`src/ipv_pkg.sv`:
```
package ipv_pkg;
  localparam int IPV_VEC_N = 64;
  localparam int IPV_VEC_W = 6;
  localparam int IPV_ADDR_W = 21;
  localparam int IPV_TARGET_W = 19;
  localparam int IPV_ENTRY_SHIFT = 1;
  localparam int IPV_RANK_W = 3;
  localparam int IPV_CFG_W = 2;
  localparam logic [2:0] IPV_RANK_NEG1 = 3'h0;
  localparam logic [2:0] IPV_RANK_L0 = 3'h1;
  localparam logic [2:0] IPV_RANK_L1 = 3'h2;
  localparam logic [2:0] IPV_RANK_L2 = 3'h3;
  localparam logic [2:0] IPV_RANK_L3 = 3'h4;
  localparam logic [1:0] IPV_CFG_MIN_DBG = 2'h1;
  localparam logic [1:0] IPV_CFG_MAX_PER = 2'h2;
  localparam logic [1:0] IPV_CORE_LVL_OPEN = 2'h0;
  localparam logic [5:0] IPV_VEC_CHIP_RST = 6'h00;
  localparam logic [5:0] IPV_VEC_WDOG_RST = 6'h01;
  localparam int IPV_FIX3_LO = 2;
  localparam int IPV_FIX3_HI = 5;
  localparam int IPV_DBG_LO = 6;
  localparam int IPV_DBG_HI = 10;
  localparam int IPV_SW2 = 11;
  localparam int IPV_SW1 = 12;
  localparam int IPV_SW0 = 13;
  localparam int IPV_RSVD = 14;
  localparam int IPV_PWR_LO = 15;
  localparam int IPV_PWR_HI = 16;
  localparam int IPV_PER_LO = 17;
  localparam int IPV_PER_HI = 62;
  localparam int IPV_SWLP = 63;

  typedef struct packed {
    logic [IPV_VEC_W-1:0] num;
    logic [IPV_RANK_W-1:0] rank;
    logic [IPV_ADDR_W-1:0] addr;
  } ipv_vec_t;

  typedef enum logic [2:0] {
    IPV_ST_BOOT = 3'h1,
    IPV_ST_IDLE = 3'h2,
    IPV_ST_PRESENT = 3'h4
  } ipv_state_t;
endpackage

```
`src/ipv_vectoring.sv`:
```
`timescale 1ns/10ps
module ipv_vectoring
  import ipv_pkg::*;
#(
  parameter int VEC_N = IPV_VEC_N
) (
  input wire logic clk,
  input wire logic rst_b,
  input wire logic [VEC_N-1:0] irq_req,
  input wire logic [VEC_N-1:0][IPV_CFG_W-1:0] prio_cfg,
  input wire logic [1:0] core_level,
  input wire logic [IPV_ADDR_W-1:0] vector_table_base,
  input wire logic wdog_reset_cause,
  input wire logic core_ack,
  input wire logic [2*16-1:0] entry_word,
  output logic vec_valid_reg,
  output logic [IPV_VEC_W-1:0] vec_num_reg,
  output logic [IPV_RANK_W-1:0] vec_rank_reg,
  output logic [IPV_ADDR_W-1:0] fetch_addr_reg,
  output logic [IPV_ADDR_W-1:0] jump_target_reg
);

  // rank 0 is level -1, rank 4 is level 3
  function automatic logic [IPV_RANK_W-1:0] rank_of(input int v,
                                                     input logic [IPV_CFG_W-1:0] cfg);
    logic [IPV_CFG_W-1:0] c;
    c = cfg;
    if (v >= IPV_FIX3_LO && v <= IPV_FIX3_HI) begin
      rank_of = IPV_RANK_L3;
    end else if ((v >= IPV_DBG_LO && v <= IPV_DBG_HI) ||
                 (v >= IPV_PWR_LO && v <= IPV_PWR_HI)) begin
      if (c < IPV_CFG_MIN_DBG) c = IPV_CFG_MIN_DBG;
      rank_of = IPV_RANK_L0 + IPV_RANK_W'(c);
    end else if (v == IPV_SW2) begin
      rank_of = IPV_RANK_L2;
    end else if (v == IPV_SW1) begin
      rank_of = IPV_RANK_L1;
    end else if (v == IPV_SW0) begin
      rank_of = IPV_RANK_L0;
    end else if (v >= IPV_PER_LO && v <= IPV_PER_HI) begin
      if (c > IPV_CFG_MAX_PER) c = IPV_CFG_MAX_PER;
      rank_of = IPV_RANK_L0 + IPV_RANK_W'(c);
    end else begin
      rank_of = IPV_RANK_NEG1;
    end
  endfunction

  function automatic logic requestable(input int v);
    requestable = (v >= IPV_FIX3_LO) && (v != IPV_RSVD);
  endfunction

  // base plus two words per entry
  function automatic logic [IPV_ADDR_W-1:0] entry_addr(
    input logic [IPV_ADDR_W-1:0] base,
    input logic [IPV_VEC_W-1:0] n
  );
    entry_addr = base + (IPV_ADDR_W'(n) << IPV_ENTRY_SHIFT);
  endfunction

  // level -1 only gets through with the core fully open
  function automatic logic unmasked(
    input logic [IPV_RANK_W-1:0] r,
    input logic [1:0] lvl
  );
    unmasked = (r > IPV_RANK_W'(lvl)) ||
               (r == IPV_RANK_NEG1 && lvl == IPV_CORE_LVL_OPEN);
  endfunction

  // descending scan with >= lets the lower index win ties;
  // all it reads comes in as arguments, so any input change re-arbitrates
  function automatic ipv_vec_t arbitrate(
    input logic [VEC_N-1:0] p,
    input logic [VEC_N-1:0] elig,
    input logic [VEC_N-1:0][IPV_RANK_W-1:0] rk,
    input logic [IPV_ADDR_W-1:0] base
  );
    ipv_vec_t best;
    logic found;
    best = '0;
    found = 1'b0;
    for (int i = VEC_N - 1; i >= 0; i--) begin
      if (p[i] && elig[i] && (!found || rk[i] >= best.rank)) begin
        found = 1'b1;
        best.num = IPV_VEC_W'(i);
        best.rank = rk[i];
      end
    end
    best.addr = entry_addr(base, best.num);
    arbitrate = best;
  endfunction

  // only the pending bits, state_reg and the output registers are state
  logic [VEC_N-1:0][IPV_RANK_W-1:0] rank_vec;
  logic [VEC_N-1:0] elig_vec;
  logic [VEC_N-1:0] pend_reg;
  logic [VEC_N-1:0] pend_next;
  ipv_state_t state_reg;
  ipv_state_t state_next;
  ipv_vec_t pres_next;

  // per-vector rank and mask, rebuilt whenever a level setting moves
  always_comb begin
    for (int i = 0; i < VEC_N; i++) begin
      rank_vec[i] = rank_of(i, prio_cfg[i]);
      elig_vec[i] = requestable(i) && unmasked(rank_of(i, prio_cfg[i]), core_level);
    end
  end

  wire ipv_vec_t winner =
    arbitrate(pend_reg, elig_vec, rank_vec, vector_table_base);
  wire logic any_win = |(pend_reg & elig_vec);
  wire logic taken = (state_reg == IPV_ST_PRESENT) && core_ack;
  wire logic [VEC_N-1:0] clr_mask =
    taken ? (VEC_N'(1) << vec_num_reg) : '0;
  wire logic [IPV_VEC_W-1:0] boot_vec =
    wdog_reset_cause ? IPV_VEC_WDOG_RST : IPV_VEC_CHIP_RST;
  // entry holds only a 19-bit target; software must use jumps in slots 0 and 1
  wire logic [IPV_ADDR_W-1:0] target_lim =
    IPV_ADDR_W'(entry_word[IPV_TARGET_W-1:0]);

  // a new request in the clearing cycle survives
  assign pend_next = (pend_reg & ~clr_mask) | irq_req;

  // no preemption: a higher request waits for the ack of the one shown
  always_comb begin
    state_next = state_reg;
    case (state_reg)
      IPV_ST_BOOT: begin
        if (core_ack) begin
          state_next = IPV_ST_IDLE;
        end
      end
      IPV_ST_IDLE: begin
        if (any_win) begin
          state_next = IPV_ST_PRESENT;
        end
      end
      IPV_ST_PRESENT: begin
        if (core_ack) begin
          state_next = IPV_ST_IDLE;
        end
      end
      default: begin
        state_next = IPV_ST_IDLE;
      end
    endcase
  end

  // fields freeze while shown; boot follows the reset cause until taken
  always_comb begin
    pres_next.num = vec_num_reg;
    pres_next.rank = vec_rank_reg;
    pres_next.addr = fetch_addr_reg;
    case (state_reg)
      IPV_ST_BOOT: begin
        if (!core_ack) begin
          pres_next.num = boot_vec;
          pres_next.rank = IPV_RANK_L3;
          pres_next.addr = entry_addr(vector_table_base, boot_vec);
        end
      end
      IPV_ST_IDLE: begin
        if (any_win) begin
          pres_next = winner;
        end
      end
      default: begin
        pres_next.num = vec_num_reg;
      end
    endcase
  end

  always_ff @(posedge clk or negedge rst_b) begin
    if (!rst_b) begin
      state_reg <= IPV_ST_BOOT;
      pend_reg <= '0;
    end else begin
      state_reg <= state_next;
      pend_reg <= pend_next;
    end
  end

  // valid follows the next state so it never leads the fields
  always_ff @(posedge clk or negedge rst_b) begin
    if (!rst_b) begin
      vec_valid_reg <= 1'b0;
    end else begin
      vec_valid_reg <= (state_next != IPV_ST_IDLE);
    end
  end

  always_ff @(posedge clk or negedge rst_b) begin
    if (!rst_b) begin
      vec_num_reg <= '0;
      vec_rank_reg <= '0;
      fetch_addr_reg <= '0;
    end else begin
      vec_num_reg <= pres_next.num;
      vec_rank_reg <= pres_next.rank;
      fetch_addr_reg <= pres_next.addr;
    end
  end

  // one cycle behind the entry word that the core hands back
  always_ff @(posedge clk or negedge rst_b) begin
    if (!rst_b) begin
      jump_target_reg <= '0;
    end else begin
      jump_target_reg <= target_lim;
    end
  end

endmodule

```
`config.mk`:
```
export PLATFORM = sky130hd
export DESIGN_NAME = ipv_vectoring
export DESIGN_NICKNAME = d
export VERILOG_FILES = /design/src/ipv_pkg.sv /design/src/ipv_vectoring.sv
export SDC_FILE = /design/constraint.sdc
export NUM_CORES = 1
export LEC_CHECK = 0
export ABC_AREA = 0
export BUFFER_PORTS_ARGS = -buffer_cell sky130_fd_sc_hd__buf_2
export CORE_MARGIN = 3
export CORE_UTILIZATION = 46
export DETAILED_ROUTE_END_ITERATION = 6
export PLACE_DENSITY = 0.77
export SYNTH_ARGS = -nofsm -noshare
export SYNTH_HDL_FRONTEND = slang
export SYNTH_SLANG_ARGS = --single-unit
```
`constraint.sdc`:
```
create_clock -name clk -period 99.5 [get_ports clk]
set_input_delay 19.9 -clock clk [delete_from_list [all_inputs] [get_ports clk]]
set_output_delay 19.9 -clock clk [all_outputs]
set_load 0.03 [all_outputs]
```
; ---- After elaboration in Yosys (flattened, before gate mapping)
; Cells that the tools add are included.
[classes]
addsub = 55
magnitude_cmp = 171
n_eq_ne = 6
shift = 1
mux = 183
bitwise_logic = 4
n_reduce_logical = 407
[ops]
columns = cell, n
row1 = $mux 9, 61
row2 = $logic_and 1x1->1, 175
row3 = $add 1x2->3 const A, 53
row4 = $ge 3x3->1, 53
row5 = $gt 3x2->1, 53
row6 = $logic_not 3->1, 53
row7 = $and 64x64->64, 2
row8 = $logic_or 1x1->1, 114
row9 = $mux 2, 53
row10 = $gt 2x2->1 const B, 46
row11 = $mux 64, 1
row12 = $not 64->64, 1
row13 = $or 64x64->64, 1
row14 = $reduce_or 64->1, 1
row15 = $shl 1x6->64 const A, 1
row16 = $mux 1, 61
row17 = $logic_not 1->1, 60
row18 = $mux 30, 2
row19 = $pmux 24 s2, 1
row20 = $add 21x2->21, 1
row21 = $add 21x7->21, 1
row22 = $lt 2x1->1 const B, 7
row23 = $ge 3x3->1 const A, 4
row24 = $pmux 6 s2, 1
row25 = 16 further kinds, 21
[word_totals]
register_bits = 117
in_bits = 251

; ---- Depth between registers and ports, before layout
[depth]
depth_word = 248
depth_mapped = 427
ltp_nobuf = 422

; ---- Worst setup path before layout
; Ideal clock, no wire load.
[synth_timing]
kind = in2reg
from = input core_level[1]
to = register fetch_addr_reg[13]
setup_time_ps = 83
t_arrival_ps = 93165
required_ps = 99417
setup_slack_ps = 6252
stages = 415
path_buffers = 5
path_cell_list = inv_1 > ha_1 > nor2b_1 > o21a_1 > nand2b_1 > inv_1 > ha_1 > nand2b_1 > a21o_1 > a221oi_1 > o32ai_1 > ha_1 > nand2b_1 > a211oi_1 > o32ai_1 > and2_1 > o21a_1 > ha_1 > (+379 left out) > clkbuf_1 > or3_1 > or2_2 > a31o_2 > a21oi_1 > ha_1 > inv_1 > fa_1 > inv_1 > a21oi_1 > o21bai_1 > a21o_1 > a21o_1 > and2_1 > nor2b_1 > nand2_1 > xor2_1 > o21ai_0
[synth_between]
elab_chain_len = 247
[synth_lines]
columns = element, line
row1 = "start, declared", ipv_vectoring.sv:11  ; input wire logic [1:0] core_level,
row2 = $gt 1x2->1 / $logic_not 2->1 (equally long branches), "ipv_vectoring.sv:65, ipv_vectoring.sv:66"
row3 = $logic_or 1x1->1, ipv_vectoring.sv:65  ; unmasked = (r > IPV_RANK_W'(lvl)) ||
row4 = $logic_and 1x1->1, ipv_vectoring.sv:82  ; if (p[i] && elig[i] && (!found || rk[i] >= best.rank)) begin
row5 = $mux 1, ipv_vectoring.sv:82
row6 = $logic_not 1->1, ipv_vectoring.sv:82
row7 = $logic_or 1x1->1, ipv_vectoring.sv:82
row8 = $logic_and 1x1->1, ipv_vectoring.sv:82
row9 = $mux 9 / $mux 1 (equally long branches), ipv_vectoring.sv:82
row10 = (+231 left out), n/a
row11 = $mux 9 / $mux 1 (equally long branches), ipv_vectoring.sv:82
row12 = $ge 3x3->1 / $logic_not 1->1 (equally long branches), ipv_vectoring.sv:82
row13 = $logic_or 1x1->1, ipv_vectoring.sv:82
row14 = $logic_and 1x1->1, ipv_vectoring.sv:82
row15 = $mux 9, ipv_vectoring.sv:82
row16 = $add 21x7->21, ipv_vectoring.sv:57  ; entry_addr = base + (IPV_ADDR_W'(n) << IPV_ENTRY_SHIFT);
row17 = $mux 30, ipv_vectoring.sv:163  ; if (any_win) begin
row18 = $pmux 24 s2, ipv_vectoring.sv:154  ; case (state_reg)
row19 = "end signal, assigned", ipv_vectoring.sv:200  ; fetch_addr_reg <= pres_next.addr;
row20 = "end, declared", ipv_vectoring.sv:19  ; output logic [IPV_ADDR_W-1:0] fetch_addr_reg,
; Parallel ways exist; a longest one is shown, timed or not. The select of a mux whose other input is x is not followed.
; A chain may end at the register's enable or synchronous reset.

; ---- Worst setup path in the final report
[layout_timing]
from = input prio_cfg[125] in the netlist's numbering
to = register fetch_addr_reg[13]
[layout_between]
elab_chain_len = 248
[layout_lines]
columns = element, line
row1 = "start, declared", ipv_vectoring.sv:10  ; input wire logic [VEC_N-1:0][IPV_CFG_W-1:0] prio_cfg,
row2 = $gt 2x2->1, ipv_vectoring.sv:41  ; if (c > IPV_CFG_MAX_PER) c = IPV_CFG_MAX_PER;
row3 = $mux 2 *, ipv_vectoring.sv:41
row4 = $add 1x2->3 *, ipv_vectoring.sv:42  ; rank_of = IPV_RANK_L0 + IPV_RANK_W'(c);
row5 = branches (longest 245 deep; another with $gt 3x2->1), n/a
; Mark *: on every way between the ends. The select of a mux whose other input is x is not followed.

==> out/qor_table.md <==
| Group | Metric | Value |
|:---|:---|:---|
| logic synthesis | Library cells used by synthesis | 95 |
| global routing | Number of global-route vias before repair | 15,859 |
| detailed routing | Via Count | 16,219 |
| floorplanning | Core Footprint | 31,800 um^2 |
| sta | Setup-violating endpoint count in the final report | 0 |
| setup path | Setup crit end kind | flop |
| detailed routing | Count of TritonRoute iterations in the first routing pass | 6 |
| logic synthesis | Area contributors post-synth | sky130_fd_sc_hd__ha_1 (23%), sky130_fd_sc_hd__dfrtp_1 (19%), sky130_fd_sc_hd__nand2b_1 (5.1%), sky130_fd_sc_hd__nand2_1 (5.0%), sky130_fd_sc_hd__a21o_1 (5.0%) |
| sta | Final slew viol count | 0 |
| global routing | Antenna violations before repair | 2 |
| logic synthesis | Number of warnings reported in the yosys synthesis log | 0 |
| final layout | Synth-to-Final Area Change | 29.5% |
| pwr | Maximum vdd drop | 0.00954 mV |
| logic synthesis | Cell count after synthesis | 1,854 |
| floorplanning | Number of cell rows | 65 |
| global routing | GRT Util Overall | 27.9% |
| clock network | CTS tree | built |
| logic synthesis | Post-synth top area cell | sky130_fd_sc_hd__ha_1 |
| final layout | Non-filler cells, final | 2,830 |
| setup path | Most prevalent standard cell on the critical path | sky130_fd_sc_hd__a21o_1 |
| clock network | Clock latency of the later-clocked register in the worst-skew pair | 430 ps |
| global routing | Grt ovf | 0 |
| detailed routing | Number of remaining DRC errors | 0 |
| setup path | Kind of critical path | in2reg |
| pwr | Total power divided by cell area | 19.0 nW/um^2 |
| logic synthesis | Share of synthesized registers carrying an async set or reset | 100% |
| logic synthesis | Dominant synthesized flop cell | sky130_fd_sc_hd__dfrtp_1 |
| placed design | Final weighted congestion of routability-driven global placement | 0.973 |
| pwr | Leakage | 9.24 nW |
| detailed routing | DR WL/cell | 18.2 um |
| global routing | Pin count of the biggest net entering global routing | 64 |
| logic synthesis | Number of storage elements in the synthesis netlist | 114 |
| detailed routing | Remaining number of nets flagged by the antenna check after routing | 0 |
| clock network | Root buffer cell | sky130_fd_sc_hd__clkbuf_16 |
| logic synthesis | Count of flip-flops with a built-in enable after synthesis | 0 |
| logic synthesis | Sequential share of the synthesized area | 19.1% |
| setup path | Arr. time, crit path | 95,460 ps |
| detailed routing | Via-per-instance ratio | 5.73 |
| sta | Transition at the pin with the smallest max-transition slack | 1100 ps |
| placed design | Port Buffers | 262 |
| final layout | Fraction of layout instances using a drive strength above 1 | 26.1% |
| floorplanning | Vertical die dimension | 186 um |
| final layout | Multi-input combinational cell area | 12,500 um^2 |
| logic synthesis | Synthesized area divided by synthesized cell count | 8.08 um^2 |
| clock network | Clock Pin Slew Worst Setup and Hold Paths | 60 ps |
| setup path | R2R setup slack | 24,150 ps |
| placed design | # placed instances | 2,778 |
| setup path | Critical Path Start Type | input port |
| clock network | Total clock buffers created by CTS | 17 |
| sta | Fmax | 10.5 MHz |
| detailed routing | Iteration-0 DRC Markers | 1,180 |
| clock network | Max H-tree Level | 4 |
| final layout | Util after Layout | 61.0% |
| setup path | Maximum fanout count along the critical path | 10 |
| global routing | Wire length of the first global-routing pass | 79,600 um |
| setup path | Cell family contributing the most delay on the critical path | compound AO/OA/AOI/OAI gates |
| final layout | Count of fill cells added during filler insertion | 2,824 |
| sta | Hold violation total from the final report | 0 |
| logic synthesis | Portion of synthesized cell area occupied by the leading cell type | 23.0% |
| sta | Layout Skew | 10.9 ps |
| setup path | Slowest Stage Delay on Critical Path | 540 ps |
| final layout | Register cell area after layout | 2850 um^2 |
| detailed routing | Total routed wirelength | 51,500 um |
| sta | Worst-case headroom to the max-slew limit | 26.3% |
| clock network | Buffer levels on the longest clock path | 2 |
| job | Max Cap Violations | 0 |
| clock network | CTS Sinks | 114 |
| sta | Final critical-path required period | 95,210 ps |
| floorplanning | Die area | 34,800 um^2 |
| floorplanning | Initial standard-cell utilization of the core | 47.1% |
| floorplanning | Number of top-level design ports | 303 |
| sta | Fin crit share | 95.7% |
| final layout | Most common cell after layout, fill and taps aside | sky130_fd_sc_hd__ha_1 |
| floorplanning | Die X | 186 um |
| final layout | Leading cell types in the layout, fill and taps excluded | sky130_fd_sc_hd__ha_1 (275), sky130_fd_sc_hd__buf_2 (261), sky130_fd_sc_hd__nand2_1 (200) |
| setup path | Buf/Inv on CP | 20 |
| worst hold path | Worst hold path type | reg2reg |
| placed design | Sum of net half-perimeters after detailed placement | 41,300 um |
| run status | Status | finished, final reports clean |
| final layout | Post-layout net count | 2,907 |
| final layout | Largest register FFs | 61 |
| setup path | Critical-path cell with the highest stage delay | sky130_fd_sc_hd__o31ai_2 |
| setup path | Worst path required time | 99,750 ps |
| logic synthesis | Cell area after synthesis | 15,000 um^2 |
-- worst paths after layout --
| path | endpoint | startpoint | cells after the start |
|---|---|---|---|
| setup reg to reg | fetch_addr_reg[13] | pend_reg[62] | 408 |
| setup / recovery | fetch_addr_reg[13] | prio_cfg[125] | 411 |
| max in group asynchronous | jump_target_reg[17] | rst_b | 2 |
| min in group asynchronous | fetch_addr_reg[13] | rst_b | 1 |
| hold / removal | fetch_addr_reg[1] | fetch_addr_reg[1] | 2 |
| hold reg to reg | fetch_addr_reg[1] | fetch_addr_reg[1] | 2 |
-- what timing repair did --
item / CTS / global route
buffers inserted: 0 / 18
gates resized for setup: 0 / 83
hold endpoints to repair: 0 / 0
setup endpoints to repair: 0 / 29
hold buffers: 0 / 0
-- tightest hold or removal path: cells and delay by family, from the launching register on --
kind / cells / cell delay (ps)
DFF: 1 / 330
and+or+nand+nor: 2 / 100
-- where the power goes --
group          leakage, nW  switching, mW  internal (mW)
Clock                0.265         0.0242         0.0375
Sequential            1.17        0.00387         0.0523
Combinational         7.80          0.136          0.114
-- through the flow --
step | worst slack, ps | power (mW) | TNS [ps] | area [um^2] | hold slack (ps)
floorplan | 6250 | 0.204 | 0 | 15300 | 434
global placement | 1960 | 0.279 | 0 | 18300 | 448
detailed placement | 508 | 0.288 | 0 | 18300 | 453
CTS | 449 | 0.351 | 0 | 18900 | 465
global route | -335 | 0.395 | -1430 | 19400 | 481
finish | 4290 | 0.368 | 0 | 19400 | 462
-- layout make-up --
cell class | instances | share of cell area [%]
Multi-Input combinational cell | 1729 | 64.3
Sequential cell | 114 | 14.7
Timing Repair Buffer | 439 | 13.6
Tap cell | 435 | 2.81
Clock buffer | 20 | 2.30
Inverter | 79 | 1.54
Clock inverter | 12 | 0.684
Antenna cell | 2 | 0.0258
-- Yosys cell counts, drive strengths merged, types with 4 or more instances --
cell and count:
xor2 13, or3 9, o22ai 7, nand2 200
nor3b 10, o41ai 5, xnor2 5, o31a 9
a21oi 113, or2 47, nor2b 94, a211o 7
nand3b 9, a41oi 4, nand3 50, o31ai 15
o211a 15, nand2b 121, dfrtp 113, a21boi 4
a221oi 6, o21a 14, a21o 99, a31o 5
a31oi 18, o211ai 50, inv 78, a311oi 5
and2 20, ha 275, o21ai 103, nor3 28
or4 7, nor2 127, and3 13, a211oi 16
o2111ai 5, buf 9, clkbuf 14, nand4 18
mux2 20, mux2i 15, nor4 13
-- per-layer routing --
metal	routed length (um)	vias up	global-route usage, %
li1	-	7780	-
met1	21700	7734	35.8
met2	24500	588	47.9
met3	3250	117	3.81
met4	2020	0	10.8
met5	0	-	0
-- cells by family (layout without fill, tap and decap cells) --
logic type               count (synthesis)  after routing  synth area share [%]
AO/OA/AOI/OAI                          535            535                  24.4
XOR/XNOR                                18             18                  1.05
adder cells (fa/ha/maj)                276            276                  23.1
buffers and inverters                  102            550                  2.68
flip-flops                             114            114                  19.1
multiplexers                            35             35                  2.58
other                                    2             95                0.0502
AND/OR/NAND/NOR                        772            772                  27.0
Power figures use the tool's default switching activity.
